$ cat config.mk
export PLATFORM = sky130hd
export DESIGN_NAME = asf_status
export DESIGN_NICKNAME = d
export VERILOG_FILES = /design/src/logic/asf_pkg.sv /design/src/logic/asf_alu_if.sv /design/src/logic/asf_alu.sv /design/src/logic/asf_status.sv
export SDC_FILE = /design/constraint.sdc
export NUM_CORES = 1
export LEC_CHECK = 0
export ABC_AREA = 1
export BUFFER_PORTS_ARGS = -buffer_cell sky130_fd_sc_hd__buf_2
export CAP_MARGIN = 20
export CORE_MARGIN = 4
export CORE_UTILIZATION = 34
export CTS_CLUSTER_SIZE = 28
export DETAILED_ROUTE_END_ITERATION = 10
export PLACE_DENSITY = 0.57
export REMOVE_ABC_BUFFERS = 1
export SLEW_MARGIN = 20
export SYNTH_ARGS = -nofsm -noshare
export SYNTH_HDL_FRONTEND = slang
export SYNTH_SLANG_ARGS = --single-unit
$ cat constraint.sdc
create_clock -name clock -period 2.7 [get_ports clock]
set_input_delay 0.54 -clock clock [delete_from_list [all_inputs] [get_ports clock]]
set_output_delay 0.54 -clock clock [all_outputs]
set_load 0.02 [all_outputs]
$ cat src/logic/asf_pkg.sv
// Purpose: shared constants for the ALU status flag block
// Assumes: 8-bit data path, 12-bit data address space
// Notes: flag positions follow the status register layout
package asf_pkg;
	localparam int ASF_DATA_W = 8;
	localparam int ASF_ADDR_W = 12;
	localparam logic [11:0] ASF_ALU_FLAGS_ADDR = 12'hfd8;
	localparam int ASF_BIT_NEG = 4;
	localparam int ASF_BIT_OV = 3;
	localparam int ASF_BIT_ZERO = 2;
	localparam int ASF_BIT_DC = 1;
	localparam int ASF_BIT_CARRY = 0;
	localparam logic [4:0] ASF_FLAG_MASK = 5'h1f;
	localparam logic [4:0] ASF_FLAGS_RESET = 5'h00;
	// ALU operations
	typedef enum logic [3:0] {
		ASF_OP_ADD = 4'h0,
		ASF_OP_ADDC = 4'h1,
		ASF_OP_SUB = 4'h2,
		ASF_OP_SUBB = 4'h3,
		ASF_OP_AND = 4'h4,
		ASF_OP_OR = 4'h5,
		ASF_OP_XOR = 4'h6,
		ASF_OP_PASS = 4'h7,
		ASF_OP_CLR = 4'h8,
		ASF_OP_SWAP = 4'h9,
		ASF_OP_INC = 4'ha,
		ASF_OP_DEC = 4'hb,
		ASF_OP_NEG = 4'hc
	} asf_op_t;
	// Data addressing modes, one-hot
	typedef enum logic [4:0] {
		ASF_AM_INHERENT = 5'b00001,
		ASF_AM_LITERAL = 5'b00010,
		ASF_AM_DIRECT = 5'b00100,
		ASF_AM_INDIRECT = 5'b01000,
		ASF_AM_INDEXED = 5'b10000
	} asf_amode_t;
endpackage

$ cat src/logic/asf_alu_if.sv
// Purpose: carries operands and results between core and ALU
// Assumes: one clock, combinational ALU
// Notes: flag vector is {neg, ov, zero, dc, carry}
`timescale 1ns/100ps
interface asf_alu_if;
	import asf_pkg::*;
	asf_op_t op;
	logic [7:0] a;
	logic [7:0] b;
	logic cin;
	logic [7:0] res;
	logic [4:0] flags;
	logic [4:0] affects;
	modport core (output op, output a, output b, output cin, input res, input flags, input affects);
	modport alu (input op, input a, input b, input cin, output res, output flags, output affects);
endinterface

$ cat src/logic/asf_alu.sv
// Purpose: 8-bit ALU producing result and five status flags
// Assumes: operands valid for the whole cycle
// Notes: subtraction adds the inverted second operand plus one
`timescale 1ns/100ps
module asf_alu
	import asf_pkg::*;
(
	asf_alu_if.alu bus
);
	logic [4:0] lo;
	logic [8:0] sum;
	logic [7:0] b_eff;
	logic c_eff;
	logic arith;

	// Operand shaping: subtract as two's complement add
	always_comb begin
		b_eff = bus.b;
		c_eff = 1'b0;
		arith = 1'b1;
		unique case (bus.op)
			ASF_OP_ADD: c_eff = 1'b0;
			ASF_OP_ADDC: c_eff = bus.cin;
			ASF_OP_SUB: begin
				b_eff = ~bus.b; // [RULE10]
				c_eff = 1'b1;
			end
			ASF_OP_SUBB: begin
				b_eff = ~bus.b; // [RULE10]
				c_eff = bus.cin;
			end
			ASF_OP_INC: begin
				b_eff = 8'h00;
				c_eff = 1'b1;
			end
			ASF_OP_DEC: begin
				b_eff = 8'hff;
				c_eff = 1'b0;
			end
			ASF_OP_NEG: begin
				b_eff = 8'h00;
				c_eff = 1'b1;
			end
			default: arith = 1'b0;
		endcase
	end

	// Adder split at the nibble so digit carry is the real bit-3 carry
	logic [7:0] a_eff;
	assign a_eff = (bus.op == ASF_OP_NEG) ? ~bus.a : bus.a;
	assign lo = {1'b0, a_eff[3:0]} + {1'b0, b_eff[3:0]} + {4'h0, c_eff};
	assign sum = {1'b0, a_eff} + {1'b0, b_eff} + {8'h00, c_eff};

	// Result and flag generation
	always_comb begin
		bus.res = sum[7:0];
		bus.affects = 5'b10100;
		unique case (bus.op)
			ASF_OP_AND: bus.res = bus.a & bus.b;
			ASF_OP_OR: bus.res = bus.a | bus.b;
			ASF_OP_XOR: bus.res = bus.a ^ bus.b;
			ASF_OP_PASS: bus.res = bus.a;
			ASF_OP_CLR: begin
				bus.res = 8'h00;
				bus.affects = 5'b00100; // Clear touches zero only
			end
			ASF_OP_SWAP: begin
				bus.res = {bus.a[3:0], bus.a[7:4]};
				bus.affects = 5'b00000;
			end
			default: bus.affects = ASF_FLAG_MASK;
		endcase
		if (!arith && bus.op != ASF_OP_CLR && bus.op != ASF_OP_SWAP) begin
			bus.affects = 5'b10100;
		end
		bus.flags[ASF_BIT_NEG] = bus.res[7]; // [RULE5]
		bus.flags[ASF_BIT_OV] = (a_eff[7] == b_eff[7]) && (sum[7] != a_eff[7]); // [RULE6]
		bus.flags[ASF_BIT_ZERO] = (bus.res == 8'h00); // [RULE7]
		bus.flags[ASF_BIT_DC] = lo[4]; // [RULE8] [RULE10]
		bus.flags[ASF_BIT_CARRY] = sum[8]; // [RULE9] [RULE10]
	end
endmodule

$ cat src/logic/asf_status.sv
// Purpose: status flag register with ALU priority and addressing mode decode
// Assumes: one instruction completes per enabled clock edge
// Notes: upper three register bits are not stored
//
// Function
// [RULE1] Flag-affecting writes to status: ALU wins
// [RULE2] Clear of status sets zero only
// [RULE3] Software alters status via bit/swap/move only
// [RULE4] Bits 7-5 read zero, ignore writes
// [RULE5] Negative flag mirrors result bit 7
// [RULE6] Overflow flag flags signed sign flip
// [RULE7] Zero flag set on all-zero result
// [RULE8] Digit carry from low nibble on add/sub
// [RULE9] Carry from result MSB on add/sub
// [RULE10] Subtract by two's complement; carries invert borrows
// [RULE11] Status is an ordinary operand; reset unknown
// [RULE12] Inherent, literal, direct and indirect modes supported
// [RULE13] Indexed literal offset only with extended bit
// [RULE14] Program memory only via program counter
// [RULE15] Flags land with the instruction's result write
`timescale 1ns/100ps
module asf_status
	import asf_pkg::*;
(
	input wire logic clock,
	input wire logic rst_n,
	input wire logic instr_valid,
	input wire asf_op_t alu_op,
	input wire logic [7:0] opnd_a,
	input wire logic [7:0] opnd_b,
	input wire logic use_carry_in,
	input wire logic flag_update,
	input wire logic dest_write,
	input wire logic [11:0] dest_addr,
	input wire logic [7:0] move_data,
	input wire logic move_write,
	input wire logic [7:0] operand_field,
	input wire logic access_bank,
	input wire logic [3:0] bank_select,
	input wire logic [11:0] ptr_addr,
	input wire logic [7:0] offset_base,
	input wire logic has_operand,
	input wire logic is_literal,
	input wire logic is_indirect,
	input wire logic extended_set_config_bit,
	output logic [7:0] alu_flags,
	output logic [7:0] result_q,
	output logic result_valid_q,
	output logic [11:0] data_addr_q,
	output asf_amode_t addr_mode_q,
	output logic extended_active_q
);
	asf_alu_if alu_bus ();
	logic [4:0] flags_q;
	logic [4:0] flags_d;
	logic hits_status;
	logic alu_writes;
	logic [7:0] wdata;
	logic ext_s1_q;
	logic ext_s2_q;

	asf_alu u_alu (
		.bus(alu_bus.alu)
	);

	// Drive the ALU
	assign alu_bus.op = alu_op;
	assign alu_bus.a = opnd_a;
	assign alu_bus.b = opnd_b;
	assign alu_bus.cin = use_carry_in ? flags_q[ASF_BIT_CARRY] : 1'b0;

	// Status is a normal data address like any other
	assign hits_status = (dest_addr == ASF_ALU_FLAGS_ADDR); // [RULE11]
	assign wdata = move_write ? move_data : alu_bus.res;

	// Any flag-affecting instruction blocks the explicit write to all five flags
	assign alu_writes = instr_valid && flag_update && !move_write && (alu_bus.affects != 5'h00); // [RULE1]

	// Explicit write only for non-flag instructions; ALU bits then land per bit
	always_comb begin
		flags_d = flags_q;
		if (instr_valid && (dest_write || move_write) && hits_status && !alu_writes) begin
			flags_d = wdata[4:0]; // [RULE3] [RULE4]
		end
		if (alu_writes) begin
			for (int i = 0; i < 5; i++) begin
				if (alu_bus.affects[i]) begin
					flags_d[i] = alu_bus.flags[i]; // [RULE1] [RULE2]
				end
			end
		end
	end

	// Flags have no reset: power-on state is unknown by design
	always_ff @(posedge clock) begin
		flags_q <= flags_d; // [RULE11] [RULE15]
	end

	// Read view: upper three bits are hardwired zero
	assign alu_flags = {3'b000, flags_q}; // [RULE4]

	// Result register written on the same edge as the flags
	always_ff @(posedge clock or negedge rst_n) begin
		if (!rst_n) begin
			result_q <= 8'h00;
			result_valid_q <= 1'b0;
		end else begin
			result_valid_q <= instr_valid; // [RULE15]
			if (instr_valid) begin
				result_q <= wdata;
			end
		end
	end

	// Configuration bit comes from fuse logic; synchronise it
	always_ff @(posedge clock or negedge rst_n) begin
		if (!rst_n) begin
			ext_s1_q <= 1'b0;
			ext_s2_q <= 1'b0;
			extended_active_q <= 1'b0;
		end else begin
			ext_s1_q <= extended_set_config_bit;
			ext_s2_q <= ext_s1_q;
			extended_active_q <= ext_s2_q; // [RULE13]
		end
	end

	// Data address and mode decode; program memory never reached here
	always_ff @(posedge clock or negedge rst_n) begin
		if (!rst_n) begin
			addr_mode_q <= ASF_AM_INHERENT;
			data_addr_q <= 12'h000;
		end else if (instr_valid) begin
			if (!has_operand) begin
				addr_mode_q <= ASF_AM_INHERENT; // [RULE12]
				data_addr_q <= 12'h000;
			end else if (is_literal) begin
				addr_mode_q <= ASF_AM_LITERAL; // [RULE12]
				data_addr_q <= 12'h000;
			end else if (is_indirect) begin
				addr_mode_q <= ASF_AM_INDIRECT; // [RULE12]
				data_addr_q <= ptr_addr;
			end else if (extended_active_q && !access_bank && operand_field < 8'h60) begin
				// Low access-bank operands become offsets from the pointer
				addr_mode_q <= ASF_AM_INDEXED; // [RULE13]
				data_addr_q <= 12'(ptr_addr + {4'h0, offset_base} + {4'h0, operand_field});
			end else if (!access_bank) begin
				addr_mode_q <= ASF_AM_DIRECT; // [RULE12] [RULE14]
				data_addr_q <= (operand_field < 8'h60) ? {4'h0, operand_field} : {4'hf, operand_field};
			end else begin
				addr_mode_q <= ASF_AM_DIRECT; // [RULE12]
				data_addr_q <= {bank_select, operand_field};
			end
		end
	end
endmodule

==> impl_metrics.json <==
{
  "grt_pass1_vias": 3821,
  "detail_route.wirelength_um": 11100,
  "hold_buffer_count_at_cts": 0,
  "fin_ws_ps": 116,
  "ant_nets": 0,
  "die_area_um2": 12100,
  "cp-end-kind": "flop",
  "drive_gt1_share_pct": 29.7,
  "r2r_slack_ps": 530,
  "clock_tree.htree_level_count": 2,
  "hold_violations": 0,
  "critical_path.max_fanout": 7,
  "power.net_switching_mw": 0.758,
  "fraction_of_the_yosys_area_taken_by_sequential_cells_pct": 23.4,
  "crit_path_end": "result_q[7]",
  "dieWidth_um": 110,
  "drc": 0,
  "route.vias.total": 3924,
  "comb_power_share_pct": 44.1,
  "synth-edff-count": 0,
  "timing_worst_setup_path_type": "input port to flop",
  "worstReg2RegStart": "flags_q[0]",
  "tns_ps": 0,
  "gr_ovfl_total": 0,
  "synthesized_area_um2": 3530,
  "unrepaired_setup_endpoints_after_global_routing": "yes",
  "groute.layer.met2.usage_pct": 29.0,
  "floorplan.initialDensity_pct": 35.5,
  "port_buffers": 115,
  "leakage_nw": 2.57,
  "synth_top_cell_area_share_pct": 19.9,
  "power.sequential.fraction_pct": 28.6,
  "data_required_time_of_the_critical_path_ps": 2880,
  "dr.pass1.iters": 4,
  "global_route.usage.total_pct": 18.5,
  "clock_path_buffers": 2,
  "finalMaxSlewViolations": 0,
  "power_report.internal_total_mw": 1.32,
  "sw_frac_of_total_pct": 36.4,
  "netlist.top_cell.by_area": "sky130_fd_sc_hd__dfrtp_1",
  "design.portCount": 119,
  "stdcell_area_um2": 4720,
  "dpl_worst_slack_ps": -486,
  "number_of_nets_in_the_layout": 794,
  "grtUsageMet3_pct": 3.29,
  "yosys_warnings": 0,
  "worst_ep_arrival_time_ps": 2770,
  "area_delta_synth_final_pct": 33.7,
  "synth_top_family_by_area": "simple AND/OR/NAND/NOR gates",
  "yosys.area_share.adder_pct": 17.2,
  "ys_seq_elements": 34,
  "clk_pin_slew_ps": 80,
  "rr_endpoint": "flags_q[2]",
  "timing.final.crit_period_ps": 2580,
  "grt_max_degree": 30,
  "cp-startpoint": "alu_op[1]",
  "whs_ps": 277,
  "wire_length_of_the_first_global_routing_pass_um": 17900,
  "tritoncts.num_buffers": 5,
  "timing.final.crit_share_pct": 95.7,
  "die_height_um": 110,
  "cts_root_buf": "sky130_fd_sc_hd__clkbuf_8",
  "start_kind": "input port",
  "final_setup_skew_ps": 13.0,
  "cell_count_after_synthesis": 509,
  "most_crowded_layer_after_global_routing": "met2",
  "outcome": "finished clean",
  "drt_first_iter_violations": 234,
  "yosys-mux-area-fraction_pct": 0,
  "cts.sink_count": 34,
  "dp_hpwl_um": 9100,
  "timing.slew.headroom_pct": 55.3,
  "final_setup_violation_count": 0,
  "power_frac_clock_pct": 27.3,
  "post_synth_main_area_contributors": "sky130_fd_sc_hd__dfrtp_1 (20%), sky130_fd_sc_hd__nand2_1 (13%), sky130_fd_sc_hd__ha_1 (11%)",
  "insertion_delay_ps": 290,
  "fraction_of_the_core_area_covered_by_cells_at_the_end_of_the_flow_pct": 47.4,
  "power.density_nw_per_um2": 441,
  "fillers": 1035,
  "synth.distinct_cells": 44,
  "maxCapViolations": 0,
  "synth_compound_area_share_pct": 15.7,
  "yosys.area_share.simple_pct": 32.1,
  "synth_xor_xnor_area_share_pct": 3.47,
  "clock_tree_from_tritoncts": "done",
  "avgSynthCellArea_um2": 6.93,
  "use_met1_pct": 27.1,
  "worstMarginPinSlew_ps": 671,
  "core_um2": 9950,
  "class_of_the_tightest_hold_or_removal_check": "input port to asynchronous set/reset pin",
  "place_congestion": 0.946,
  "fmax_mhz": 387,
  "post_drt_wl_per_cell_um": 13.8,
  "vias_per_cell": 4.89,
  "synth_flop_cell": "sky130_fd_sc_hd__dfrtp_1",
  "placed_area_um2": 4540,
  "async_reset_ff_share_pct": 85.3,
  "std_cell_rows": 36,
  "maximum_vdd_ir_drop_v": 0.000238,
  "reg2regPathDepth": 11,
  "number_of_antenna_violations_at_the_first_check_in_global_routing": 0,
  "insertedDiodeCount": 0
}
==> cells in the final DEF (no fill, tap or decap), types with 5 or more instances in the layout <==
cell type,synthesis,layout
sky130_fd_sc_hd__o21bai_1,9,8
sky130_fd_sc_hd__dfrtp_1,28,28
sky130_fd_sc_hd__dfxtp_1,5,5
sky130_fd_sc_hd__or2_2,5,5
sky130_fd_sc_hd__fa_1,11,9
sky130_fd_sc_hd__a21oi_1,21,20
sky130_fd_sc_hd__nor2_1,54,53
sky130_fd_sc_hd__nand4_1,9,9
sky130_fd_sc_hd__clkbuf_8,0,5
sky130_fd_sc_hd__inv_1,51,51
sky130_fd_sc_hd__o21ai_0,36,34
sky130_fd_sc_hd__nand2_2,3,5
sky130_fd_sc_hd__buf_4,5,46
sky130_fd_sc_hd__nand3_1,44,44
sky130_fd_sc_hd__nand2_1,121,119
sky130_fd_sc_hd__o21ai_1,7,9
sky130_fd_sc_hd__buf_2,1,114
sky130_fd_sc_hd__ha_1,31,31
sky130_fd_sc_hd__o31ai_1,5,5
sky130_fd_sc_hd__xor2_1,11,11
==> critical path: stages <==
cell and delay (ps):
sky130_fd_sc_hd__clkbuf_4 140, sky130_fd_sc_hd__inv_2 40, sky130_fd_sc_hd__nor2_2 100, sky130_fd_sc_hd__nand2_1 80, sky130_fd_sc_hd__o211ai_1 230, sky130_fd_sc_hd__buf_4 210
sky130_fd_sc_hd__o21bai_1 80, sky130_fd_sc_hd__ha_1 350, sky130_fd_sc_hd__a21oi_1 220, sky130_fd_sc_hd__o21a_1 200, sky130_fd_sc_hd__nand2_2 80, sky130_fd_sc_hd__nand2_1 60
sky130_fd_sc_hd__nand3_1 100, sky130_fd_sc_hd__nand2_2 110, sky130_fd_sc_hd__inv_1 60, sky130_fd_sc_hd__nor2_1 90, sky130_fd_sc_hd__o21ai_1 60
==> synthesized netlist by cell type, types with 2 or more instances <==
cell and instances:
sky130_fd_sc_hd__dfrtp_1 28, sky130_fd_sc_hd__dfxtp_1 5, sky130_fd_sc_hd__nor2_1 54, sky130_fd_sc_hd__o32ai_1 2, sky130_fd_sc_hd__o21ai_0 36, sky130_fd_sc_hd__nand3b_1 4, sky130_fd_sc_hd__ha_1 31, sky130_fd_sc_hd__a21oi_1 21
sky130_fd_sc_hd__clkbuf_1 4, sky130_fd_sc_hd__nor3_1 5, sky130_fd_sc_hd__nor2_4 3, sky130_fd_sc_hd__o21bai_1 9, sky130_fd_sc_hd__xor2_1 11, sky130_fd_sc_hd__inv_2 4, sky130_fd_sc_hd__o22ai_1 2, sky130_fd_sc_hd__buf_4 5
sky130_fd_sc_hd__o21a_1 2, sky130_fd_sc_hd__nand4_1 9, sky130_fd_sc_hd__nor2_2 3, sky130_fd_sc_hd__fa_1 11, sky130_fd_sc_hd__xnor2_1 3, sky130_fd_sc_hd__a21o_1 3, sky130_fd_sc_hd__o211ai_1 4, sky130_fd_sc_hd__inv_1 51
sky130_fd_sc_hd__or2_2 5, sky130_fd_sc_hd__nand2_2 3, sky130_fd_sc_hd__o21ai_1 7, sky130_fd_sc_hd__nand3_1 44, sky130_fd_sc_hd__nand2_1 121, sky130_fd_sc_hd__o31ai_1 5
==> flip-flops by register name, summed over array words and instances, names as in the netlist <==
register / cells
flags_q: 5
extended_active_q: 1
ext_s1_q: 1
addr_mode_q: 5
ext_s2_q: 1
data_addr_q: 12
result_valid_q: 1
result_q: 8
==> metal layers <==
layer  up-vias  wire, um
met4         0        55
met5         -         0
met2       109      4930
met1      1811      5320
met3         6       748
li1       1998         -
==> through the flow <==
stage / power (mW) / instances
floorplan: 1.12 / 500
global placement: 1.49 / 792
detailed placement: 1.50 / 792
CTS: 2.08 / 800
global route: 2.26 / 802
finish: 2.08 / 802
==> worst min-delay path by stage <==
stage | end | slack, ps | from | cells past startpoint
after CTS | data_addr_q[0] | 300 | rst_n | 1
after global placement | extended_active_q | 330 | ext_s2_q | 0
after global routing | data_addr_q[0] | 320 | rst_n | 1
final | data_addr_q[0] | 280 | rst_n | 1
after floorplan | addr_mode_q[1] | 240 | rst_n | 0
after detailed placement | extended_active_q | 330 | ext_s2_q | 0
==> cell type report <==
type                            count  area [um2]  share of cell area, %
Multi-Input combinational cell    410        2460                   52.0
Inverter                           56         210                   4.45
Timing Repair Buffer              161         923                   19.6
Tap cell                          133         166                   3.53
Clock inverter                      3        68.8                   1.46
Clock buffer                        5        68.8                   1.46
Sequential cell                    34         827                   17.5
==> repair_timing <==
action                     4_1_cts  5_1_grt
buffers inserted                 0        2
pin swaps                        0        4
gates cloned                     0        0
resized for setup                3        8
setup endpoints to repair        4        9
==> power groups by stage <==
stage | Combinational (mW) | Clock (mW) | Sequential, mW
5_1_grt | 1.04 | 0.619 | 0.604
2_1_floorplan | 0.456 | 0 | 0.667
6_report | 0.918 | 0.569 | 0.596
3_3_place_gp | 0.886 | 0 | 0.605
3_5_place_dp | 0.894 | 0 | 0.607
4_1_cts | 0.903 | 0.584 | 0.597
==> cells by family after synthesis <==
kind of cell	after synthesis
and+or+nand+nor	256
AOI/OAI and AO/OA	95
buffers and inverters	67
adders and majority gates	42
DFF	34
xor gates and xnor gates	14
other	1
Power figures use the tool's default switching activity.
